## src/rtl/olap_defs.svh

```systemverilog
// Constants shared by both ends of the optical link access port.
// Assumes inclusion by bare name; definitions only.
`ifndef OLAP_DEFS_SVH
`define OLAP_DEFS_SVH

// Clock and nominal link rate, one beat per clock
`define OLAP_CLK_MHZ       10
`define OLAP_LINK_MBPS     80
`define OLAP_BEAT_BYTES    (`OLAP_LINK_MBPS / `OLAP_CLK_MHZ)
`define OLAP_WORD_BYTES    4
`define OLAP_WORD_STEP     32'h0000_0004
`define OLAP_MAX_BOARDS    8

// Control register bit that lets the board broadcast its interrupt
`define OLAP_CTRL_IRQ_BIT  3
// Only this bit of the reported active-interrupt mask is meaningful
`define OLAP_IRQ_CHECK_BIT 0

// Address modifiers; the supervisory bit is masked off before decode
`define OLAP_AM_CLASS_MASK 6'h3b
`define OLAP_AM_A32_SGL    6'h09
`define OLAP_AM_A32_BLT    6'h0b
`define OLAP_AM_A32_MBLT   6'h08
`define OLAP_AM_A24_SGL    6'h39
`define OLAP_AM_A24_BLT    6'h3b
`define OLAP_AM_A24_MBLT   6'h38

// Host gives up on an access nobody answers after this many cycles
`define OLAP_TMO_CYCLES    1000

`endif

```

## src/rtl/olap_pkg.sv

```systemverilog
// Types of the optical link access port.
// Assumes olap_defs.svh is on the include path.
`include "olap_defs.svh"

package olap_pkg;

    typedef enum logic [1:0] {
        OLAP_OP_READ, OLAP_OP_BLT, OLAP_OP_WRITE, OLAP_OP_BLKWR
    } olap_op_t;

    typedef enum logic [1:0] {
        OLAP_DW_D16, OLAP_DW_D32, OLAP_DW_D64
    } olap_dw_t;

    typedef enum logic [1:0] {
        OLAP_AMK_SGL, OLAP_AMK_BLT, OLAP_AMK_MBLT, OLAP_AMK_BAD
    } olap_amk_t;

    // Cycle class of an address modifier, supervisory bit ignored
    function automatic olap_amk_t olap_am_kind(input logic [5:0] am);
        logic [5:0] c;
        c = am & `OLAP_AM_CLASS_MASK;
        case (c)
            `OLAP_AM_A32_SGL, `OLAP_AM_A24_SGL:   return OLAP_AMK_SGL;
            `OLAP_AM_A32_BLT, `OLAP_AM_A24_BLT:   return OLAP_AMK_BLT;
            `OLAP_AM_A32_MBLT, `OLAP_AM_A24_MBLT: return OLAP_AMK_MBLT;
            default:                              return OLAP_AMK_BAD;
        endcase
    endfunction

endpackage

```

## src/rtl/olap_if.sv

```systemverilog
// Optical link between a host link controller and one chain of boards.
// Assumes both ends share i_clk; the bench joins the two ends here.
`timescale 1ns/1ps

interface olap_if import olap_pkg::*; ();
    // Host to board: access request, held until done
    logic        req;
    olap_op_t    op;
    logic [2:0]  brd;
    logic [5:0]  am;
    logic [31:0] addr;
    olap_dw_t    dw;
    logic        fifo;
    logic [31:0] wdata;
    logic [15:0] len;
    logic        rd_ready;
    // Board to host: answer and interrupt
    logic        done;
    logic        berr;
    logic        rvalid;
    logic [63:0] rdata;
    logic        irq;

    modport dev (input  req, op, brd, am, addr, dw, fifo, wdata, len,
                 input  rd_ready,
                 output done, berr, rvalid, rdata, irq);
    modport host (output req, op, brd, am, addr, dw, fifo, wdata, len,
                  output rd_ready,
                  input  done, berr, rvalid, rdata, irq);
endinterface

```

## src/rtl/olap_arb.sv

```systemverilog
// Two-way arbiter for the board's internal controller.
// Assumes each requester holds its request for as long as it needs it.
`timescale 1ns/1ps

module olap_arb (
    input  wire logic i_clk,
    input  wire logic i_rst,
    input  wire logic i_req_vme,
    input  wire logic i_req_link,
    output logic      o_gnt_vme,
    output logic      o_gnt_link
);
    logic keep_vme;
    logic keep_link;
    logic next_vme;
    logic next_link;

    // An owner keeps the grant while it requests; ties go to the VME path
    assign keep_vme  = o_gnt_vme & i_req_vme;
    assign keep_link = o_gnt_link & i_req_link;
    assign next_vme  = keep_vme | (~keep_link & i_req_vme);
    assign next_link = keep_link | (~keep_vme & ~i_req_vme & i_req_link);

    // Grant register
    always_ff @(posedge i_clk) begin
        if (i_rst) begin
            o_gnt_vme  <= 1'b0;
            o_gnt_link <= 1'b0;
        end else begin
            o_gnt_vme  <= next_vme;
            o_gnt_link <= next_link;
        end
    end
endmodule // olap_arb

```

## src/rtl/olap_dev.sv

```systemverilog
// Board end of the optical link access port.
// Assumes the internal controller answers each word with one ack pulse
// and that VME path fields are steady while its request is high.
//
// How it works
// - One 64-bit beat per four clocks at best, chainable boards
// - Answer only accesses with own chain position
// - Single read, block read, single write only
// - Mismatched modifier, base or width gives error
// - Broadcast interrupt only when control bit 3
// - Host forwards interrupt on o_irq only for enabled link
// - VME path wins ties for the internal controller
// - Masters avoid VME and link access together
// - Non-incrementing block read keeps one address
// - Block reads support 64-bit multiplexed beats
// - Only bit 0 of active mask matters
// - Byte-counted block read, may end early
`timescale 1ns/1ps

module olap_dev import olap_pkg::*; #(
    parameter logic [2:0]  BRD_POS = 3'h0,
    parameter logic [15:0] BASE    = 16'h0001
) (
    input  wire logic        i_clk,
    input  wire logic        i_rst,
    olap_if.dev              link,
    input  wire logic [31:0] i_vme_ctrl,
    input  wire logic        i_irq_pend,
    input  wire logic        i_vme_req,
    input  wire logic        i_vme_we,
    input  wire logic [15:0] i_vme_addr,
    input  wire logic [31:0] i_vme_wdata,
    output logic             o_vme_gnt,
    output logic             o_vme_ack,
    output logic             o_vme_berr,
    output logic [31:0]      o_vme_rdata,
    output logic             o_ctl_req,
    output logic             o_ctl_we,
    output logic [15:0]      o_ctl_addr,
    output logic [31:0]      o_ctl_wdata,
    input  wire logic        i_ctl_ack,
    input  wire logic        i_ctl_berr,
    input  wire logic [31:0] i_ctl_rdata
);
    typedef enum {
        ST_IDLE, ST_CHECK, ST_RD, ST_SEND, ST_WR, ST_FIN, ST_DROP
    } olap_st_t;

    olap_st_t    st;
    olap_op_t    op;
    olap_dw_t    dw;
    logic [5:0]  am;
    logic [31:0] addr;
    logic        fifo;
    logic [31:0] wdata;
    logic [15:0] len;
    logic [15:0] bytes;
    logic        half;
    logic        err;
    logic [63:0] rdata;
    logic        irq;

    logic        gnt_vme;
    logic        gnt_link;
    logic        sel;
    olap_amk_t   amk;
    logic        a32;
    logic        base_ok;
    logic        kind_ok;
    logic        params_ok;
    logic        link_req;
    logic        ctl_go;
    logic        need_hi;
    logic [15:0] beat_bytes;
    logic [16:0] bytes_after;
    logic        last_beat;
    logic [31:0] next_addr;

    // Shared controller access; VME and link requests are separate paths
    olap_arb u_arb (
        .i_clk      (i_clk),
        .i_rst      (i_rst),
        .i_req_vme  (i_vme_req),
        .i_req_link (link_req),
        .o_gnt_vme  (gnt_vme),
        .o_gnt_link (gnt_link)
    );

    // Address decode: an access for another board is left to that board
    assign sel = link.req & (link.brd == BRD_POS);

    // Parameter checks on the latched access, as the VME slave does them
    assign amk     = olap_am_kind(am);
    assign a32     = (am[5:4] == 2'b00);
    assign base_ok = a32 ? (addr[31:16] == BASE)
                         : (addr[31:24] == 8'h00 &&
                            addr[23:16] == BASE[7:0]);
    // Block write has no legal combination and is always refused
    assign kind_ok = ((op == OLAP_OP_READ || op == OLAP_OP_WRITE) &&
                      amk == OLAP_AMK_SGL && dw == OLAP_DW_D32) ||
                     (op == OLAP_OP_BLT &&
                      ((amk == OLAP_AMK_BLT && dw == OLAP_DW_D32) ||
                       (amk == OLAP_AMK_MBLT && dw == OLAP_DW_D64)));
    assign params_ok = base_ok & kind_ok;

    // Word-level progress of a link access on the internal controller
    assign link_req  = (st == ST_RD) || (st == ST_WR);
    assign ctl_go    = gnt_link & link_req & i_ctl_ack;
    assign need_hi   = (dw == OLAP_DW_D64) & ~half;
    assign beat_bytes = (dw == OLAP_DW_D64) ? 16'(`OLAP_BEAT_BYTES)
                                            : 16'(`OLAP_WORD_BYTES);
    assign bytes_after = {1'b0, bytes} + {1'b0, beat_bytes};
    assign last_beat   = (bytes_after >= {1'b0, len});
    // Readout FIFO reads stay on one address for the whole block
    assign next_addr = fifo ? addr : addr + `OLAP_WORD_STEP;

    // Access sequencer
    always_ff @(posedge i_clk) begin
        if (i_rst) begin
            st    <= ST_IDLE;
            op    <= OLAP_OP_READ;
            dw    <= OLAP_DW_D32;
            am    <= 6'h00;
            addr  <= 32'h0000_0000;
            fifo  <= 1'b0;
            wdata <= 32'h0000_0000;
            len   <= 16'h0000;
            bytes <= 16'h0000;
            half  <= 1'b0;
            err   <= 1'b0;
            rdata <= 64'h0000_0000_0000_0000;
        end else begin
            unique case (st)
                ST_IDLE: begin
                    if (sel) begin
                        op    <= link.op;
                        dw    <= link.dw;
                        am    <= link.am;
                        addr  <= link.addr;
                        fifo  <= link.fifo;
                        wdata <= link.wdata;
                        len   <= link.len;
                        bytes <= 16'h0000;
                        half  <= 1'b0;
                        err   <= 1'b0;
                        st    <= ST_CHECK;
                    end
                end
                ST_CHECK: begin
                    if (!params_ok) begin
                        err <= 1'b1;
                        st  <= ST_FIN;
                    end else if (op == OLAP_OP_WRITE) begin
                        st <= ST_WR;
                    end else begin
                        st <= ST_RD;
                    end
                end
                ST_RD: begin
                    if (ctl_go) begin
                        addr <= next_addr;
                        if (i_ctl_berr) begin
                            // Readout ran dry: end early, host counts bytes
                            err <= 1'b1;
                            st  <= ST_FIN;
                        end else if (need_hi) begin
                            rdata <= {32'h0000_0000, i_ctl_rdata};
                            half  <= 1'b1;
                        end else begin
                            if (half) begin
                                rdata[63:32] <= i_ctl_rdata;
                            end else begin
                                rdata <= {32'h0000_0000, i_ctl_rdata};
                            end
                            half <= 1'b0;
                            st   <= (op == OLAP_OP_READ) ? ST_FIN : ST_SEND;
                        end
                    end
                end
                ST_SEND: begin
                    if (link.rd_ready) begin
                        bytes <= bytes_after[15:0];
                        st    <= last_beat ? ST_FIN : ST_RD;
                    end
                end
                ST_WR: begin
                    if (ctl_go) begin
                        err <= i_ctl_berr;
                        st  <= ST_FIN;
                    end
                end
                ST_FIN: begin
                    st <= ST_DROP;
                end
                ST_DROP: begin
                    // Wait for the host to drop the request, else it repeats
                    if (!link.req) begin
                        st <= ST_IDLE;
                    end
                end
            endcase
        end
    end

    // Link answer; a beat leaves at best every third clock for 32-bit and every fourth for 64-bit, below full rate
    assign link.done   = (st == ST_FIN);
    assign link.berr   = (st == ST_FIN) & err;
    assign link.rvalid = (st == ST_SEND);
    assign link.rdata  = rdata;
    assign link.irq    = irq;

    // Interrupt level follows the pending condition while enabled
    always_ff @(posedge i_clk) begin
        if (i_rst) begin
            irq <= 1'b0;
        end else begin
            irq <= i_irq_pend & i_vme_ctrl[`OLAP_CTRL_IRQ_BIT];
        end
    end

    // Internal controller steering; VME data flows only while it holds grant
    assign o_ctl_req   = (gnt_vme & i_vme_req) | (gnt_link & link_req);
    assign o_ctl_we    = gnt_vme ? i_vme_we : (st == ST_WR);
    assign o_ctl_addr  = gnt_vme ? i_vme_addr : addr[15:0];
    assign o_ctl_wdata = gnt_vme ? i_vme_wdata : wdata;
    assign o_vme_gnt   = gnt_vme;
    assign o_vme_ack   = gnt_vme & i_vme_req & i_ctl_ack;
    assign o_vme_berr  = gnt_vme & i_vme_req & i_ctl_ack & i_ctl_berr;

    // VME read data is held from the ack until the next VME ack
    always_ff @(posedge i_clk) begin
        if (i_rst) begin
            o_vme_rdata <= 32'h0000_0000;
        end else if (o_vme_ack) begin
            o_vme_rdata <= i_ctl_rdata;
        end
    end
endmodule // olap_dev

```

## src/flat_wrapper.sv

```systemverilog
// flat-port wrapper written by rule: the top's interface ports become plain ports
module olap_dev_flat import olap_pkg::*;
#(
    parameter logic [2:0]  BRD_POS = 3'h0,
    parameter logic [15:0] BASE    = 16'h0001
)
  (i_clk, i_rst, i_vme_ctrl, i_irq_pend, i_vme_req, i_vme_we, i_vme_addr, i_vme_wdata, o_vme_gnt, o_vme_ack, o_vme_berr, o_vme_rdata, o_ctl_req, o_ctl_we, o_ctl_addr, o_ctl_wdata, i_ctl_ack, i_ctl_berr, i_ctl_rdata, link_req, link_op, link_brd, link_am, link_addr, link_dw, link_fifo, link_wdata, link_len, link_rd_ready, link_done, link_berr, link_rvalid, link_rdata, link_irq);
  olap_if link_i ();
  input  wire logic i_clk;
  input  wire logic i_rst;
  input  wire logic [31:0] i_vme_ctrl;
  input  wire logic i_irq_pend;
  input  wire logic i_vme_req;
  input  wire logic i_vme_we;
  input  wire logic [15:0] i_vme_addr;
  input  wire logic [31:0] i_vme_wdata;
  output logic o_vme_gnt;
  output logic o_vme_ack;
  output logic o_vme_berr;
  output logic [31:0] o_vme_rdata;
  output logic o_ctl_req;
  output logic o_ctl_we;
  output logic [15:0] o_ctl_addr;
  output logic [31:0] o_ctl_wdata;
  input  wire logic i_ctl_ack;
  input  wire logic i_ctl_berr;
  input  wire logic [31:0] i_ctl_rdata;
  input wire logic [$bits(link_i.req)-1:0] link_req;
  input wire logic [$bits(link_i.op)-1:0] link_op;
  input wire logic [$bits(link_i.brd)-1:0] link_brd;
  input wire logic [$bits(link_i.am)-1:0] link_am;
  input wire logic [$bits(link_i.addr)-1:0] link_addr;
  input wire logic [$bits(link_i.dw)-1:0] link_dw;
  input wire logic [$bits(link_i.fifo)-1:0] link_fifo;
  input wire logic [$bits(link_i.wdata)-1:0] link_wdata;
  input wire logic [$bits(link_i.len)-1:0] link_len;
  input wire logic [$bits(link_i.rd_ready)-1:0] link_rd_ready;
  output wire logic [$bits(link_i.done)-1:0] link_done;
  output wire logic [$bits(link_i.berr)-1:0] link_berr;
  output wire logic [$bits(link_i.rvalid)-1:0] link_rvalid;
  output wire logic [$bits(link_i.rdata)-1:0] link_rdata;
  output wire logic [$bits(link_i.irq)-1:0] link_irq;
  assign link_i.req = link_req;
  assign link_i.op = link_op;
  assign link_i.brd = link_brd;
  assign link_i.am = link_am;
  assign link_i.addr = link_addr;
  assign link_i.dw = link_dw;
  assign link_i.fifo = link_fifo;
  assign link_i.wdata = link_wdata;
  assign link_i.len = link_len;
  assign link_i.rd_ready = link_rd_ready;
  assign link_done = link_i.done;
  assign link_berr = link_i.berr;
  assign link_rvalid = link_i.rvalid;
  assign link_rdata = link_i.rdata;
  assign link_irq = link_i.irq;
  olap_dev #(.BRD_POS(BRD_POS), .BASE(BASE)) u_core (.i_clk(i_clk), .i_rst(i_rst), .link(link_i), .i_vme_ctrl(i_vme_ctrl), .i_irq_pend(i_irq_pend), .i_vme_req(i_vme_req), .i_vme_we(i_vme_we), .i_vme_addr(i_vme_addr), .i_vme_wdata(i_vme_wdata), .o_vme_gnt(o_vme_gnt), .o_vme_ack(o_vme_ack), .o_vme_berr(o_vme_berr), .o_vme_rdata(o_vme_rdata), .o_ctl_req(o_ctl_req), .o_ctl_we(o_ctl_we), .o_ctl_addr(o_ctl_addr), .o_ctl_wdata(o_ctl_wdata), .i_ctl_ack(i_ctl_ack), .i_ctl_berr(i_ctl_berr), .i_ctl_rdata(i_ctl_rdata));
endmodule
```

## config.mk

```make
export PLATFORM = sky130hd
export DESIGN_NAME = olap_dev_flat
export DESIGN_NICKNAME = d
export VERILOG_FILES = /design/src/rtl/olap_pkg.sv /design/src/rtl/olap_if.sv /design/src/rtl/olap_arb.sv /design/src/rtl/olap_dev.sv /design/src/flat_wrapper.sv
export VERILOG_INCLUDE_DIRS = /design/src /design/src/rtl
export SDC_FILE = /design/constraint.sdc
export NUM_CORES = 1
export LEC_CHECK = 0
export ABC_AREA = 1
export BUFFER_PORTS_ARGS = -buffer_cell sky130_fd_sc_hd__buf_2
export CORE_ASPECT_RATIO = 1.25
export CORE_MARGIN = 10
export CORE_UTILIZATION = 30
export DETAILED_ROUTE_END_ITERATION = 16
export REMOVE_ABC_BUFFERS = 1
export SYNTH_ARGS = -nofsm -noshare
export SYNTH_HDL_FRONTEND = slang
export SYNTH_HIERARCHICAL = 1
export SYNTH_SLANG_ARGS = --single-unit
```

## constraint.sdc

```tcl
create_clock -name i_clk -period 2.7 [get_ports i_clk]
set_input_delay 0 -clock i_clk [delete_from_list [all_inputs] [get_ports i_clk]]
set_output_delay 0 -clock i_clk [all_outputs]
set_load 0.02 [all_outputs]
```

==> reports/results.md <==
### Outcome
- **run status** finished with violations
- **violated checks** setup timing

### Global routing
- **overall global routing resource usage** 17.30%
- **vias in the first global route** 11160
- **first-pass GRT wire length** 58.88 mm
- **sum of overflow across all layers after global routing** 0
- **number of antenna violations at the first check in global routing** 2
- **largest net degree at the start of global routing** 67

### CTS
- **clock tree from TritonCTS** yes
- **clock latency reported for the late side of the worst-skew pair** 530 ps
- **post-CTS clock slew at the launch and capture registers of the worst setup and hold paths** 60 ps
- **maximum buffer depth of the clock tree** 3
- **CTS Buf Count** 24
- **root buffer selected by CTS** sky130_fd_sc_hd__clkbuf_16
- **count of H-tree levels built during CTS** 1
- **# clock sinks** 208

### Critical path
- **CP max FO** 4
- **Required @ worst endpoint** 3090 ps
- **CP Data Arrival Time** 3240 ps
- **Critical Path Start Type** flop
- **path type of the worst setup path** reg -> reg
- **critical path capture point type** flop

### Die
- **I/O pin cnt** 368
- **floorplan die area** 40870 um2
- **Core ar.** 32680 um2
- **Starting Density** 30.42%
- **vertical extent of the die** 223.5 um
- **Die X** 182.8 um
- **number of rows created at floorplan** 74

### Route
- **met3 wire length** 3.195 mm
- **per-cell routed wire length** 16.12 um
- **residual DRC count** 0
- **uppermost metal layer occupied by signal nets** met4
- **number of antenna-violating nets in the routed design** 0
- **routed via count** 11310
- **detailed-route wire length** 38.26 mm
- **met2 wire length** 18.68 mm
- **via-per-instance ratio** 4.762
- **drt initial violations** 695
- **M1 WL** 15.48 mm
- **first drt pass iteration count** 5

### Layout
- **relative area change from synthesis to final layout** 46.15%
- **Filler Cells Inserted** 3259
- **NumNets Final** 2168
- **multi-input gate area in the final layout** 5207 um2
- **design area** 14530 um2
- **sequential standard cell area** 4168 um2
- **proportion of layout cells with a drive suffix above 1** 25.60%

### Yosys
- **number of standard cells after synthesis** 1473
- **Post-synth top cells** 328 x sky130_fd_sc_hd__nand2_1, 272 x sky130_fd_sc_hd__nor2_1, 208 x sky130_fd_sc_hd__dfxtp_1, 124 x sky130_fd_sc_hd__o21ai_0, 100 x sky130_fd_sc_hd__a21oi_1
- **Synth warnings** 6
- **post-synthesis sequential area ratio** 41.88%
- **cell type with the highest aggregate area in the netlist** sky130_fd_sc_hd__dfxtp_1
- **post-synthesis instance area** 9942 um2
- **Yosys top cell area share** 41.88%
- **FFs w/ async S/R, synth** 0%
- **number of synthesized flops with an enable pin** 0
- **Syn Area/Cell** 6.750 um2
- **top-count cell post-synth** sky130_fd_sc_hd__nand2_1
- **main flop type after synthesis** sky130_fd_sc_hd__dfxtp_1
- **number of storage elements in the synthesis netlist** 208
- **dominant cells by area after synthesis** sky130_fd_sc_hd__dfxtp_1 42%, sky130_fd_sc_hd__nand2_1 12%, sky130_fd_sc_hd__nor2_1 10%
- **Cell variety after synth** 40

### Power and ir drop
- **power density over the cells** 626.0 nW/um2
- **worst IR drop on VDD** 0.5255 mV
- **leakage component of the power** 6.793 nW

### Timing
- **Worst Max-Slew Pin Slew** 1315 ps
- **Max Transition Viols Final** 0
- **final worst path period share** 105.6%
- **post-route worst setup slack** -152.2 ps
- **tightest slew margin relative to the limit** 12.25%
- **number of failing hold endpoints at the final stage** 0
- **hold slack final** 97.34 ps
- **min cycle time layout** 2852 ps
- **setup skew after layout** 11.20 ps
- **highest attainable clock frequency** 350.6 MHz
- **number of endpoints failing setup at the final stage** 3
- **RSZ-0062 raised after global routing** true

### Worst hold path
- **hold crit path type** in -> reg

### Placement
- **final weighted congestion of routability-driven global placement** 0.9101
- **placement-stage cell area** 12080 um2
- **placed wire-length estimate** 26.84 mm
- **number of buffers added on ports** 335

### Flow run
- **max-cap violations** 0

[critical path, stage by stage (launching register included)]
cell and delay, ps:
sky130_fd_sc_hd__dfxtp_2 330, sky130_fd_sc_hd__inv_2 50, sky130_fd_sc_hd__nor2_4 90, sky130_fd_sc_hd__buf_6 110, sky130_fd_sc_hd__nand2_4 40, sky130_fd_sc_hd__buf_6 120
sky130_fd_sc_hd__buf_4 130, sky130_fd_sc_hd__a21oi_2 140, sky130_fd_sc_hd__buf_6 140, sky130_fd_sc_hd__nand3_4 90, sky130_fd_sc_hd__nor2_4 110, sky130_fd_sc_hd__xor2_1 220
sky130_fd_sc_hd__ha_1 300, sky130_fd_sc_hd__a21oi_1 180, sky130_fd_sc_hd__nor2_1 80, sky130_fd_sc_hd__nor3_2 170, sky130_fd_sc_hd__nand3_2 120, sky130_fd_sc_hd__nand2_2 110
sky130_fd_sc_hd__nand3_2 80, sky130_fd_sc_hd__nand2_2 70, sky130_fd_sc_hd__a21oi_2 40
[what timing repair did]
action / in CTS / in global routing
setup endpoints to repair: 3 / 3
buffers inserted: 12 / 4
gates resized for setup: 19 / 39
pin swaps: 16 / 30
hold buffers: 131 / 0
hold endpoints to repair: 192 / 0
[layout make-up]
cell class                 count  share of cell area [%]
antenna                        3                 0.05167
clock buffer                  36                   4.865
sequential                   208                   28.68
tap                          418                   3.599
clock inverter                 7                  0.6372
multi-input combinational   1076                   35.84
inverter                     108                   2.799
timing repair buffer         518                   23.53
[metal layers]
layer	global-route usage, %	up-vias
li1	-	5677
met1	19.98	5200
met2	29.95	370
met3	5.629	59
met4	4.797	0
met5	0	-
[cell families after synthesis]
| kind of cell | after synthesis | share of synthesized area (%) |
|---|---|---|
| AND/OR/NAND/NOR | 739 | 30.63 |
| AO/OA/AOI/OAI | 300 | 15.79 |
| flip-flops | 208 | 41.88 |
| buffers and inverters | 189 | 7.790 |
| XOR/XNOR | 20 | 1.762 |
| adder cells (fa/ha/maj) | 17 | 2.139 |
[worst paths after layout]
check,slack (ps),to,depth (start not counted),start
setup / recovery,-150,u_core/st[2],20,u_core/dw[1]
hold / removal,100,u_core/bytes[2],6,link_rd_ready
setup reg to reg,-150,u_core/st[2],20,u_core/dw[1]
hold reg to reg,460,u_core/err,2,u_core/err
[layout by cell type, fill, tap and decap left out, types with 46 or more instances in the layout]
master,Yosys,final
sky130_fd_sc_hd__nor2_1,272,264
sky130_fd_sc_hd__o21ai_1,48,48
sky130_fd_sc_hd__o21ai_0,124,123
sky130_fd_sc_hd__buf_2,7,335
sky130_fd_sc_hd__dfxtp_1,208,205
sky130_fd_sc_hd__nand3_1,78,70
sky130_fd_sc_hd__nand2_1,328,319
sky130_fd_sc_hd__inv_1,95,89
sky130_fd_sc_hd__buf_4,7,46
sky130_fd_sc_hd__dlygate4sd3_1,0,131
sky130_fd_sc_hd__a21oi_1,100,96
[registers in the layout (all words and copies together) (netlist names), 2 cells and up]
register and cells:
u_core/o_vme_rdata 32, u_core/dw 2, u_core/am 5, u_core/wdata 32
u_core/link.rdata 64, u_core/len 16, u_core/op 2, u_core/bytes 14
u_core/st 3, u_core/addr 32
[per-stage QoR]
stage | setup TNS [ps] | utilization (%) | setup WS, ps | power (mW) | instances
finish | -404.6 | 44.46 | -152.2 | 9.096 | 2374
global route | -843.0 | 44.45 | -306.0 | 9.565 | 2373
CTS | -358.5 | 43.85 | -144.7 | 9.136 | 2367
detailed placement | -603.3 | 36.95 | -217.3 | 5.606 | 2181
global placement | -283.2 | 36.95 | -129.2 | 5.583 | 2181
floorplan | -107810 | - | -3170 | 4.824 | 1392
[power by group]
group	internal, mW	switching [mW]	leakage, nW	total (mW)
clock	2.00	1.35	0.393	3.34
combinational	0.819	1.32	4.71	2.14
sequential	3.34	0.273	1.69	3.61
total	6.15	2.94	6.79	9.10
Power figures use the tool's default switching activity.
